<file path="src/include/iep_pkg.sv">
package iep_pkg;

  // bus geometry
  localparam int unsigned ADDR_W       = 5;
  localparam int unsigned DATA_W       = 32;
  localparam int unsigned REG_W        = 16;

  // register byte offsets
  localparam logic [4:0]  OFS_ENABLE2  = 5'h00;
  localparam logic [4:0]  OFS_PRIO0    = 5'h04;
  localparam logic [4:0]  OFS_PRIO1    = 5'h08;
  localparam logic [4:0]  OFS_PRIO2    = 5'h0C;
  localparam logic [4:0]  OFS_PRIO3    = 5'h10;
  localparam logic [4:0]  OFS_FLAG2    = 5'h14;

  // implemented bits and reset values
  localparam logic [15:0] ENABLE2_MASK = 16'h07E1;
  localparam logic [15:0] ENABLE2_RST  = 16'h0000;
  localparam logic [15:0] FLAG2_RST    = 16'h0000;
  localparam logic [15:0] PRIO0_MASK   = 16'h7777;
  localparam logic [15:0] PRIO1_MASK   = 16'h7770;
  localparam logic [15:0] PRIO2_MASK   = 16'h7777;
  localparam logic [15:0] PRIO3_MASK   = 16'h0777;
  localparam logic [15:0] PRIO0_RST    = 16'h4444;
  localparam logic [15:0] PRIO1_RST    = 16'h4440;
  localparam logic [15:0] PRIO2_RST    = 16'h4444;
  localparam logic [15:0] PRIO3_RST    = 16'h0444;

  // field positions
  localparam int unsigned ADC_PAIRS    = 6;
  localparam int unsigned ADC_PAIR_LSB = 5;
  localparam int unsigned CMP4_BIT     = 0;
  localparam int unsigned PRIO_BANKS   = 4;
  localparam int unsigned FIELD_STRIDE = 4;
  localparam int unsigned LEVEL_W      = 3;

  // arbitration slots: four nibble slots per priority bank
  localparam int unsigned SLOTS        = 16;
  localparam int unsigned SLOT_W       = 4;
  localparam logic [2:0]  LEVEL_OFF    = 3'h0;
  localparam logic [2:0]  LEVEL_TOP    = 3'h7;

  typedef logic [2:0] iep_level_t;

endpackage

</file>
<file path="src/include/iep_arb_if.sv">
`timescale 1ns/1ps
`default_nettype none
interface iep_arb_if;
  import iep_pkg::*;
  logic [SLOTS-1:0]              req;
  logic [SLOTS-1:0][LEVEL_W-1:0] level;
  logic                          win_valid;
  logic [LEVEL_W-1:0]            win_level;
  logic [SLOT_W-1:0]             win_slot;

  modport arbiter (input req, input level, output win_valid, output win_level, output win_slot);
  modport owner (output req, output level, input win_valid, input win_level, input win_slot);
endinterface
`default_nettype wire

</file>
<file path="src/verilog/iep_arbiter.sv">
`timescale 1ns/1ps
`default_nettype none
module iep_arbiter (
  // request side and winner
  iep_arb_if.arbiter arb
);
  import iep_pkg::*;

  logic [SLOTS-1:0][LEVEL_W-1:0] eff;
  logic [LEVEL_W-1:0]            best_l;
  logic [SLOT_W-1:0]             best_s;

  // a slot without a request competes at level zero, i.e. not at all
  for (genvar g = 0; g < SLOTS; g++) begin : g_eff
    assign eff[g] = arb.req[g] ? arb.level[g] : LEVEL_OFF;
  end

  // strict compare keeps the lowest slot on a tie
  always_comb begin
    best_l = LEVEL_OFF;
    best_s = '0;
    for (int i = 0; i < SLOTS; i++) begin
      if (eff[i] > best_l) begin
        best_l = eff[i];
        best_s = SLOT_W'(i);
      end
    end
  end

  assign arb.win_valid = (best_l != LEVEL_OFF);
  assign arb.win_level = best_l;
  assign arb.win_slot  = best_s;

endmodule
`default_nettype wire

</file>
<file path="src/verilog/iep_regs.sv">
`timescale 1ns/1ps
`default_nettype none
module iep_regs (
  // clock and reset
  input  wire logic                      core_clk,
  input  wire logic                      resetn,
  // avalon-mm slave
  input  wire logic [iep_pkg::ADDR_W-1:0] avs_address,
  input  wire logic                      avs_read,
  input  wire logic                      avs_write,
  input  wire logic [iep_pkg::DATA_W-1:0] avs_writedata,
  input  wire logic [3:0]                avs_byteenable,
  output logic [iep_pkg::DATA_W-1:0]     avs_readdata,
  output logic                           avs_waitrequest,
  // events of the enable-bank sources
  input  wire logic [iep_pkg::ADC_PAIRS-1:0] adc_pair_done,
  input  wire logic                      comparator4_event,
  // flags and enables of the prioritised slots
  input  wire logic [iep_pkg::SLOTS-1:0] slot_flag,
  input  wire logic [iep_pkg::SLOTS-1:0] slot_enable,
  // qualified requests
  output logic [iep_pkg::ADC_PAIRS-1:0]  adc_pair_done_req,
  output logic                           comparator4_req,
  // arbitration result
  output logic                           irq_valid,
  output logic [iep_pkg::LEVEL_W-1:0]    irq_level,
  output logic [iep_pkg::SLOT_W-1:0]     irq_slot
);
  import iep_pkg::*;

  typedef struct packed {
    logic                          ack;
    logic [DATA_W-1:0]             rdata;
    logic [REG_W-1:0]              enable2;
    logic [REG_W-1:0]              flag2;
    logic [PRIO_BANKS-1:0][REG_W-1:0] prio;
    logic [ADC_PAIRS-1:0]          adc_req;
    logic                          cmp4_req;
    logic                          irq_valid;
    logic [LEVEL_W-1:0]            irq_level;
    logic [SLOT_W-1:0]             irq_slot;
  } iep_state_s;

  localparam logic [PRIO_BANKS-1:0][REG_W-1:0] PRIO_MASK =
    {PRIO3_MASK, PRIO2_MASK, PRIO1_MASK, PRIO0_MASK};
  localparam logic [PRIO_BANKS-1:0][REG_W-1:0] PRIO_RST =
    {PRIO3_RST, PRIO2_RST, PRIO1_RST, PRIO0_RST};

  iep_state_s st_q;
  iep_state_s st_d;
  iep_arb_if  arb ();

  logic             req_any;
  logic             commit_wr;
  logic [REG_W-1:0] lane_mask;
  logic [REG_W-1:0] wdata16;
  logic [REG_W-1:0] flag_set;
  logic [REG_W-1:0] flag_clr;
  logic [REG_W-1:0] rd_val;

  iep_arbiter u_arb (
    .arb (arb.arbiter)
  );

  // a slot's request is its flag qualified by its enable
  for (genvar g = 0; g < SLOTS; g++) begin : g_slot
    assign arb.req[g]   = slot_flag[g] & slot_enable[g];
    // field value is the level itself, 1..7, unsigned
    assign arb.level[g] = st_q.prio[g / FIELD_STRIDE][(g % FIELD_STRIDE) * FIELD_STRIDE +: LEVEL_W];
  end

  assign req_any   = avs_read | avs_write;
  // one wait state on every access; write lands when waitrequest drops
  assign commit_wr = avs_write & st_q.ack;
  assign lane_mask = {{8{avs_byteenable[1]}}, {8{avs_byteenable[0]}}};
  assign wdata16   = avs_writedata[REG_W-1:0];

  always_comb begin
    flag_set = '0;
    flag_set[ADC_PAIR_LSB +: ADC_PAIRS] = adc_pair_done;
    flag_set[CMP4_BIT] = comparator4_event;
    flag_clr = '0;
    if (commit_wr && avs_address == OFS_FLAG2) begin
      flag_clr = wdata16 & lane_mask;
    end
  end

  always_comb begin
    case (avs_address)
      OFS_ENABLE2: rd_val = st_q.enable2;
      OFS_PRIO0:   rd_val = st_q.prio[0];
      OFS_PRIO1:   rd_val = st_q.prio[1];
      OFS_PRIO2:   rd_val = st_q.prio[2];
      OFS_PRIO3:   rd_val = st_q.prio[3];
      OFS_FLAG2:   rd_val = st_q.flag2;
      default:     rd_val = '0;
    endcase
  end

  always_comb begin
    st_d = st_q;
    st_d.ack = req_any & ~st_q.ack;
    if (avs_read && !st_q.ack) begin
      st_d.rdata = {{(DATA_W-REG_W){1'b0}}, rd_val};
    end
    if (commit_wr && avs_address == OFS_ENABLE2) begin
      st_d.enable2 = ((st_q.enable2 & ~lane_mask) | (wdata16 & lane_mask))
                     & ENABLE2_MASK;
    end
    for (int b = 0; b < PRIO_BANKS; b++) begin
      if (commit_wr && avs_address == OFS_PRIO0 + 5'(b * 4)) begin
        st_d.prio[b] = ((st_q.prio[b] & ~lane_mask) | (wdata16 & lane_mask))
                       & PRIO_MASK[b];
      end
    end
    // a new event wins over a software clear in the same cycle
    st_d.flag2 = ((st_q.flag2 & ~flag_clr) | flag_set) & ENABLE2_MASK;
    st_d.adc_req = st_q.flag2[ADC_PAIR_LSB +: ADC_PAIRS]
                   & st_q.enable2[ADC_PAIR_LSB +: ADC_PAIRS];
    st_d.cmp4_req = st_q.flag2[CMP4_BIT] & st_q.enable2[CMP4_BIT];
    st_d.irq_valid = arb.win_valid;
    st_d.irq_level = arb.win_level;
    st_d.irq_slot  = arb.win_slot;
  end

  always_ff @(posedge core_clk) begin
    if (!resetn) begin
      st_q         <= '0;
      st_q.enable2 <= ENABLE2_RST;
      st_q.flag2   <= FLAG2_RST;
      st_q.prio    <= PRIO_RST;
    end else begin
      st_q <= st_d;
    end
  end

  assign avs_waitrequest   = ~st_q.ack;
  assign avs_readdata      = st_q.rdata;
  assign adc_pair_done_req = st_q.adc_req;
  assign comparator4_req   = st_q.cmp4_req;
  assign irq_valid         = st_q.irq_valid;
  assign irq_level         = st_q.irq_level;
  assign irq_slot          = st_q.irq_slot;

  // checking helpers
  logic             higher_exists;
  logic [LEVEL_W-1:0] win_field;

  always_comb begin
    higher_exists = 1'b0;
    for (int i = 0; i < SLOTS; i++) begin
      if (arb.req[i] && arb.level[i] != LEVEL_OFF) begin
        if (arb.level[i] > arb.win_level) begin
          higher_exists = 1'b1;
        end
        if (arb.level[i] == arb.win_level && SLOT_W'(i) < arb.win_slot) begin
          higher_exists = 1'b1;
        end
      end
    end
  end

  assign win_field = arb.level[arb.win_slot];
endmodule
`default_nettype wire

</file>
<file path="config.mk">
export PLATFORM = sky130hd
export DESIGN_NAME = iep_regs
export DESIGN_NICKNAME = d
export VERILOG_FILES = /design/src/include/iep_pkg.sv /design/src/include/iep_arb_if.sv /design/src/verilog/iep_arbiter.sv /design/src/verilog/iep_regs.sv
export SDC_FILE = /design/constraint.sdc
export NUM_CORES = 1
export LEC_CHECK = 0
export ABC_AREA = 1
export BUFFER_PORTS_ARGS = -buffer_cell sky130_fd_sc_hd__buf_2
export CAP_MARGIN = 20
export CORE_ASPECT_RATIO = 0.8
export CORE_UTILIZATION = 40
export CTS_CLUSTER_SIZE = 14
export DETAILED_ROUTE_END_ITERATION = 6
export SLEW_MARGIN = 20
export SYNTH_ARGS = -nofsm -noshare
export SYNTH_HDL_FRONTEND = slang
export SYNTH_SLANG_ARGS = --single-unit
</file>
<file path="constraint.sdc">
create_clock -name core_clk -period 18.8 [get_ports core_clk]
set_input_delay 0.94 -clock core_clk [delete_from_list [all_inputs] [get_ports core_clk]]
set_output_delay 0.94 -clock core_clk [all_outputs]
set_load 0.03 [all_outputs]
</file>
* After elaboration in Yosys (flattened, before gate mapping)
Index checks and enable logic that the tools add are counted.
** Storage, ports and cells
- Flip-flop bits (word level) :: 88
- Word-level logic and storage cells :: 126
** Cells by class
- Magnitude comparators :: 16
- Eq/ne operators :: 5
- Multiplexer cells :: 47
- Bitwise operators :: 35
- Reductions and logical operators :: 10
** Operator list (count)
- $mux W3 :: 34
- $pmux W15 S6 :: 1
- $and A15 B15 Y15 :: 4
- $or A15 B15 Y15 :: 3
- $gt A3 B3 Y1 :: 13
- $and A11 B11 Y11 :: 3
- $or A11 B11 Y11 :: 3
- $mux W4 :: 8
- $and A1 B1 Y1 :: 17
- $not A15 Y15 :: 1
- $mux W11 :: 1
- $not A11 Y11 :: 1
- $eq A5 B4 Y1 const B :: 2
- $eq A5 B5 Y1 const B :: 2
- $logic_and A1 B1 Y1 :: 7
- $and A6 B6 Y6 :: 1
- $gt A1 B3 Y1 const A :: 2
- $eq A5 B3 Y1 const B :: 1
- $logic_not A5 Y1 :: 1
- $mux W2 :: 2
- $gt A3 B1 Y1 const B :: 1
- $reduce_bool A3 Y1 :: 1
- $logic_not A1 Y1 :: 1
- $mux W1 :: 1
- other kinds (2) :: 2

* Logic depth before layout (Yosys ltp)
Gate-level depths: netlist of run 1.
- Depth in word-level cells :: 35
- Gate-level depth with buffers :: 116
- Gate-level depth less buffers :: 116

* Hierarchy
From an unflattened synthesis of run 1, not the netlist that was laid out.
** Unflattened totals
- Cells, all modules :: 951
- Area total of the unflattened synthesis :: 6334.8 um^2
** Modules (own cells, without submodules)
- iep_regs :: times used 1, cells an instance 546, area each 3961.3 um^2, seq. area each 1701.6 um^2
- iep_arbiter :: times used 1, cells an instance 405, area each 2373.5 um^2, seq. area each 0.0 um^2

* Least setup slack after synthesis of run 1
OpenSTA, ideal clock, no wires.
- Kind :: input to register
- Start point :: input port slot_flag[1] in the netlist's numbering
- End point :: register st_q (netlist bit irq_slot[3])
- Library setup time :: 0.133 ns
- Arrival time :: 13.590 ns
- Required time :: 18.667 ns
- Slack :: 5.077 ns
- Cell stages on the path :: 99
- Path buffers :: 0
- Path through :: nand2_1 -> nor2_1 -> ha_1 -> a21oi_2 -> nand2_2 -> nand2_2 -> nand2_2 -> and2_2 -> ha_1 -> nand3b_1 -> nand2_2 -> nand2_2 -> inv_1 -> nand2_1 -> and2_1 -> ha_1 -> nand2_1 -> o21ai_2 -> [63 not listed] -> inv_1 -> a31oi_1 -> inv_1 -> nand3_2 -> nand2_1 -> ha_1 -> a31oi_1 -> nand2_1 -> inv_1 -> a31oi_1 -> nand2_1 -> and2_1 -> ha_1 -> nand2_1 -> o21ai_1 -> inv_1 -> nor3_1 -> a21oi_1
** On the way
- Word-level cells in the longest chain between the ends :: 32
- Elaborated cells between the ends (all ways) :: 39
** Ends and longest elaborated chain
- start, declared :: RTL line iep_regs.sv:19 : input wire logic [iep_pkg::SLOTS-1:0] slot_flag,
- $and A1 B1 Y1 * :: RTL line iep_regs.sv:67 : assign arb.req[g] = slot_flag[g] & slot_enable[g];
- $mux W3 * :: RTL line iep_arbiter.sv:15 : assign eff[g] = arb.req[g] ? arb.level[g] : LEVEL_OFF;
- $gt A3 B3 Y1 :: RTL line iep_arbiter.sv:23 : if (eff[i] > best_l) begin
- $mux W3 * :: RTL line iep_arbiter.sv:23
- $gt A3 B3 Y1 :: RTL line iep_arbiter.sv:23
- $mux W3 * :: RTL line iep_arbiter.sv:23
- $gt A3 B3 Y1 :: RTL line iep_arbiter.sv:23
- $mux W3 * :: RTL line iep_arbiter.sv:23
- [16 not listed]
- $gt A3 B3 Y1 :: RTL line iep_arbiter.sv:23
- $mux W3 :: RTL line iep_arbiter.sv:23
- $gt A3 B3 Y1 :: RTL line iep_arbiter.sv:23
- $mux W3 :: RTL line iep_arbiter.sv:23
- $gt A3 B3 Y1 :: RTL line iep_arbiter.sv:23
- $mux W3 :: RTL line iep_arbiter.sv:23
- $gt A1 B3 Y1 :: RTL line iep_arbiter.sv:23
- $mux W4 * :: RTL line iep_arbiter.sv:23
- end signal, assigned :: RTL line iep_regs.sv:133 : st_q <= st_d;
- end, declared :: RTL line iep_regs.sv:49 : iep_state_s st_q;
Mark *: on every way between the ends. The rest lies on a longest branch, timed or not.
A chain may end at the register's enable or synchronous reset.

* Final worst setup path of run 1
Same ends and word-level chain as after synthesis.

==> impl_metrics.toml, run 1 <==
[run_status]
status = "finished, final reports clean"

[logic_synthesis]
synth-edff-count = 0
synth-seq-cells = 85
ys.flop_type = "dfxtp_1"
async_flop_share_pct = 0
yosysSeqAreaShare_pct = 30.18
synth_largest_area_cell = "dfxtp_1"
avgSynthCellArea_um2 = 7.039
synth_commonest_cells = "nand2_1, inv_1, dfxtp_1"
synth_most_common_cell = "nand2_1"
synth_area_mm2 = 0.005638
synthCells = 801
yosysUniqueCellTypes = 40
yosys-top-cells-area = "dfxtp_1, nand2_1, ha_1"
synth_top_area_share_pct = 30.18
ys_warn_count = 0

[clock_tree]
clkSlewWorstSetupHoldPaths_ns = 0.06
hold_buffers = 0
insertion_delay_ns = 0.35
clock_path_buffers = 2
numCtsBuffers = 9
cts_tree = "built"
cts_resized = 0
cts_max_level = 3
cts_root_buf = "clkbuf_16"
clock-sinks = 85
postCtsSetupBuffers = 0

[final_layout]
fillCellCount = 1466
nets = 986
n_antenna_cell = 0
drive_gt1_share_pct = 19.12
multi_input_area_mm2 = 0.003129
syn2layout_area_growth_pct = 12.25
register_area_mm2 = 0.001702

[setup_path]
worst-path-buf-inv = 20
max_stage_delay_ns = 0.43
crit_fanout = 7
crit_cells = 100
r2r_end = "irq_slot[3]$_SDFF_PN0_"
worst-setup-path-type = "in2reg"
crit_start = "slot_flag[1]"
reg2reg_slack_ns = 3.80
r2r_cells = 99
crit_top_cell = "nand2_1"
cp-end-kind = "flop"
slowest_stage = "o21ai_1"
cp-start-kind = "input pin"
cp_top_family = "simple AND/OR/NAND/NOR gates"
critPathArrivalTime_ns = 15.54
critPathRequiredTime_ns = 19.00

[sta]
fin_ws_ns = 3.465
hold_viol_final = 0
setup_violations = 0
fin_crit_sh_pct = 81.57
tightestPinTransition_ns = 0.8453
relSlewSlack_pct = 43.65
rsz0062_at_grt = "false"
tns_ns = 0
clock.fmax_mhz = 65.21
fin_crit_ns = 15.34
final.setup_skew_ns = 0.006089
drv_slew = 0

[grt]
grt_use_total_pct = 21.81
grt_pass1_wl_mm = 24.09
grt_overflow_total = 0
grt_max_degree = 52
antenna_found_initial = 0
grt_pass1_vias = 4626

[placement]
dpl_worst_slack_ns = 3.104
io_buffers = 87
dpl.hpwl_mm = 12.09
gp_congestion = 0.8630

[route]
ant_nets = 0
drc = 0
routedWlPerCell_um = 14.61
viasPerCell = 4.960
drt_iter0_drc = 297
routed_wl_mm = 15.31
drt_pass1_iterations = 5
route.vias.total = 5198

[floorplanning]
boundaryPins = 132
initial_core_util_pct = 41.32
fp.dieArea_mm2 = 0.01458
core_mm2 = 0.01365
die_w_um = 134.7
rows = 38
die_h_um = 108.2

[min_path]
hold_depth = 2
min_path_type = "reg2reg"
worstHoldStart = "avs_readdata[0]$_SDFFE_PN0P_"
hold_end = "avs_readdata[0]$_SDFFE_PN0P_"

[run]
maxCapViolations = 0
-- worst reg2reg max path, delay by kind of cell (launching register included) --
family | cells | cell delay, ns
AOI/OAI and AO/OA | 23 | 4.26
adders and majority gates | 13 | 3.62
buffers and inverters | 20 | 2.01
DFF | 1 | 0.30
and+or+nand+nor | 43 | 4.67
-- layer usage --
metal  wire length [µm]  track usage [%]  up-vias
li1                   -                -     2721
met1               7856            32.35     2302
met2               6294            31.81      155
met3                922            4.032       20
met4                240            5.939        0
met5                  0                0        -
-- cell type report --
class                   instances  share of cell area, %
inverters                     133                  7.888
clock inverters                 5                 0.9095
repair buffers                 88                  7.315
well taps                     180                  3.559
multi-input cells             546                  49.45
clock buffers                  11                  3.994
flip-flops and latches         85                  26.89
-- metrics by stage --
step                hold slack, ns  instance area [µm²]  utilization, %  instances
global placement            0.4560                 5991           43.90       1031
floorplan                   0.4231                 5705               -        819
finish                      0.4622                 6329           46.38       1048
CTS                         0.4645                 6301           46.18       1047
detailed placement          0.4552                 5991           43.90       1031
global route                0.4824                 6329           46.38       1048
-- worst max-delay path by stage --
stage	end	slack [ns]
detailed placement	irq_slot[3]$_SDFF_PN0_	3.10
global route	irq_slot[3]$_SDFF_PN0_	1.72
global placement	irq_slot[2]$_SDFF_PN0_	3.20
floorplan	irq_slot[3]$_SDFF_PN0_	5.08
finish	irq_slot[3]$_SDFF_PN0_	3.46
CTS	irq_slot[3]$_SDFF_PN0_	3.42
-- placed cells by master (no fill, tap or decap), drive strengths merged, types with 2 or more instances in the layout --
cell,n
a21oi,60
clkbuf,11
o31ai,4
buf,88
and2,15
nor4,3
o32ai,2
nand3b,2
ha,39
o22ai,13
nor2,72
o211ai,5
nand2,148
nor3,5
o221ai,10
dfxtp,85
a211oi,5
o21ai,58
a31oi,16
inv,133
nand3,64
conb,19
clkinv,4
-- logic make-up (layout without fill, tap and decap cells) --
group	after synthesis	after routing	synth area share, %
other cells	1	19	0.06651
buf+inv	188	237	15.51
simple gates	310	310	26.94
flops	85	85	30.18
compound gates	178	178	18.64
fa+ha+maj	39	39	8.655
Power of run 1 is left out: the tool's default activity adds up to more than one toggle a clock period on the data nets, which glitch-free logic cannot reach.
==> run 2: changes to the inputs <==
clock period = 14.12 ns   (was 18.8 ns; I/O delays follow)
==> run 2 against run 1 <==
  * Flip-flop and latch count unchanged
  * Die area unchanged
  * Clock skew grew 0.0034 ns
  * Sequential share of layout area decreased by 3.9 points
  * Register-to-register slack got worse by 2.8 ns
  * Setup slack worse by 2.6 ns
==> impl_metrics.toml, run 2 (synthesized netlist as in run 1, its figures left out) <==
[placement]
gp_congestion = 0.8549
postPlaceCellArea_mm2 = 0.006749
dpl.hpwl_mm = 12.66
io_buffers = 87

[setup_path]
max_stage_delay_ns = 0.30
cp-start-kind = "input pin"
crit_fanout = 5
slowest_stage = "ha_4"
worst-setup-path-type = "in2reg"
critPathRequiredTime_ns = 14.36
cp-end-kind = "flop"
crit_top_cell = "nand2_1"
critPathArrivalTime_ns = 13.50

[grt]
grt_max_degree = 52
grt_use_total_pct = 22.45
grt_overflow_total = 0
grt_pass1_wl_mm = 25.19
antenna_found_initial = 0
grt_pass1_vias = 5100

[route]
routed_wl_mm = 16.38
drc = 0
routedWlPerCell_um = 14.18
viasPerCell = 5.003
drt_iter0_drc = 361
route.vias.total = 5778
ant_nets = 0
drt_pass1_iterations = 5

[clock_tree]
clock_path_buffers = 2
clock-sinks = 85
cts_max_level = 3
clkSlewWorstSetupHoldPaths_ns = 0.06
cts_root_buf = "clkbuf_16"
insertion_delay_ns = 0.35
cts_tree = "built"
numCtsBuffers = 9

[final_layout]
final_cell_mix = "nand2_1, inv_1, buf_4"
syn2layout_area_growth_pct = 31.51
n_antenna_cell = 0
fillCellCount = 1342
design_area_mm2 = 0.007415
nets = 1093
drive_gt1_share_pct = 32.10
mostFrequentLayoutCell = "nand2_1"

[min_path]
min_path_type = "reg2reg"

[sta]
relSlewSlack_pct = 43.61
setup_violations = 0
fin_crit_sh_pct = 93.95
hold_slack_ns = 0.4619
drv_slew = 0
clock.fmax_mhz = 75.38
final.setup_skew_ns = 0.009508
fin_crit_ns = 13.27
tightestPinTransition_ns = 0.8458
hold_viol_final = 0

[floorplanning]
fp.dieArea_mm2 = 0.01458
die_h_um = 108.2
boundaryPins = 132
core_mm2 = 0.01365
die_w_um = 134.7
initial_core_util_pct = 41.32
rows = 38

[run_status]
status = "finished, final reports clean"

[run]
maxCapViolations = 0
-- run 2: what timing repair did --
item                                    CTS  global route
hold buffers                              0             0
endpoints found under the setup margin    0             8
gates resized for setup                   0            54
buffers inserted                          0             7
-- run 2: cell type report --
cell class / instances / area (µm²) / area share [%]
Sequential cell: 85 / 1702 / 22.95
Multi-Input combinational cell: 546 / 3436 / 46.34
Clock buffer: 9 / 225.2 / 3.037
Tap cell: 180 / 225.2 / 3.037
Timing Repair Buffer: 195 / 1246 / 16.81
Clock inverter: 7 / 81.33 / 1.097
Inverter: 133 / 499.2 / 6.733
-- run 2: worst paths after layout --
| kind | start | to | slack [ns] | depth (start not counted) |
|---|---|---|---|---|
| worst min-delay path | avs_readdata[13]$_SDFFE_PN0P_ | avs_readdata[13]$_SDFFE_PN0P_ | 0.46 | 2 |
| worst min register to register | avs_readdata[13]$_SDFFE_PN0P_ | avs_readdata[13]$_SDFFE_PN0P_ | 0.46 | 2 |
| worst max-delay path | slot_flag[1] | irq_valid$_SDFF_PN0_ | 0.85 | 108 |
| worst max register to register | flop | irq_valid$_SDFF_PN0_ | 0.99 | 105 |
-- run 2: per-layer routing --
layer  global-route usage, %  share of wire (%)  up-vias
met5                       0                  0        -
met4                   5.457                1.4        0
met3                   4.266                7.0       21
met2                   34.76                 44      222
met1                   31.91                 48     2575
li1                        -                  -     2960
-- run 2: critical path: cells and delay by family --
| family | cells | cell delay (ns) |
|---|---|---|
| and+or+nand+nor | 48 | 4.91 |
| buffers and inverters | 26 | 2.18 |
| AOI/OAI and AO/OA | 21 | 2.67 |
| adders and majority gates | 13 | 3.04 |
-- run 2: stage by stage --
step	instances	setup TNS (ns)	util, %	setup WS [ns]
2_1_floorplan	819	0	-	0.6308
4_1_cts	1148	0	51.71	0.04047
5_1_grt	1155	-1.527	54.34	-0.2754
3_3_place_gp	1132	-0.6856	49.46	-0.1724
6_report	1155	0	54.34	0.8541
3_5_place_dp	1132	-1.585	49.46	-0.2750
Power of run 2 is left out for the same reason.
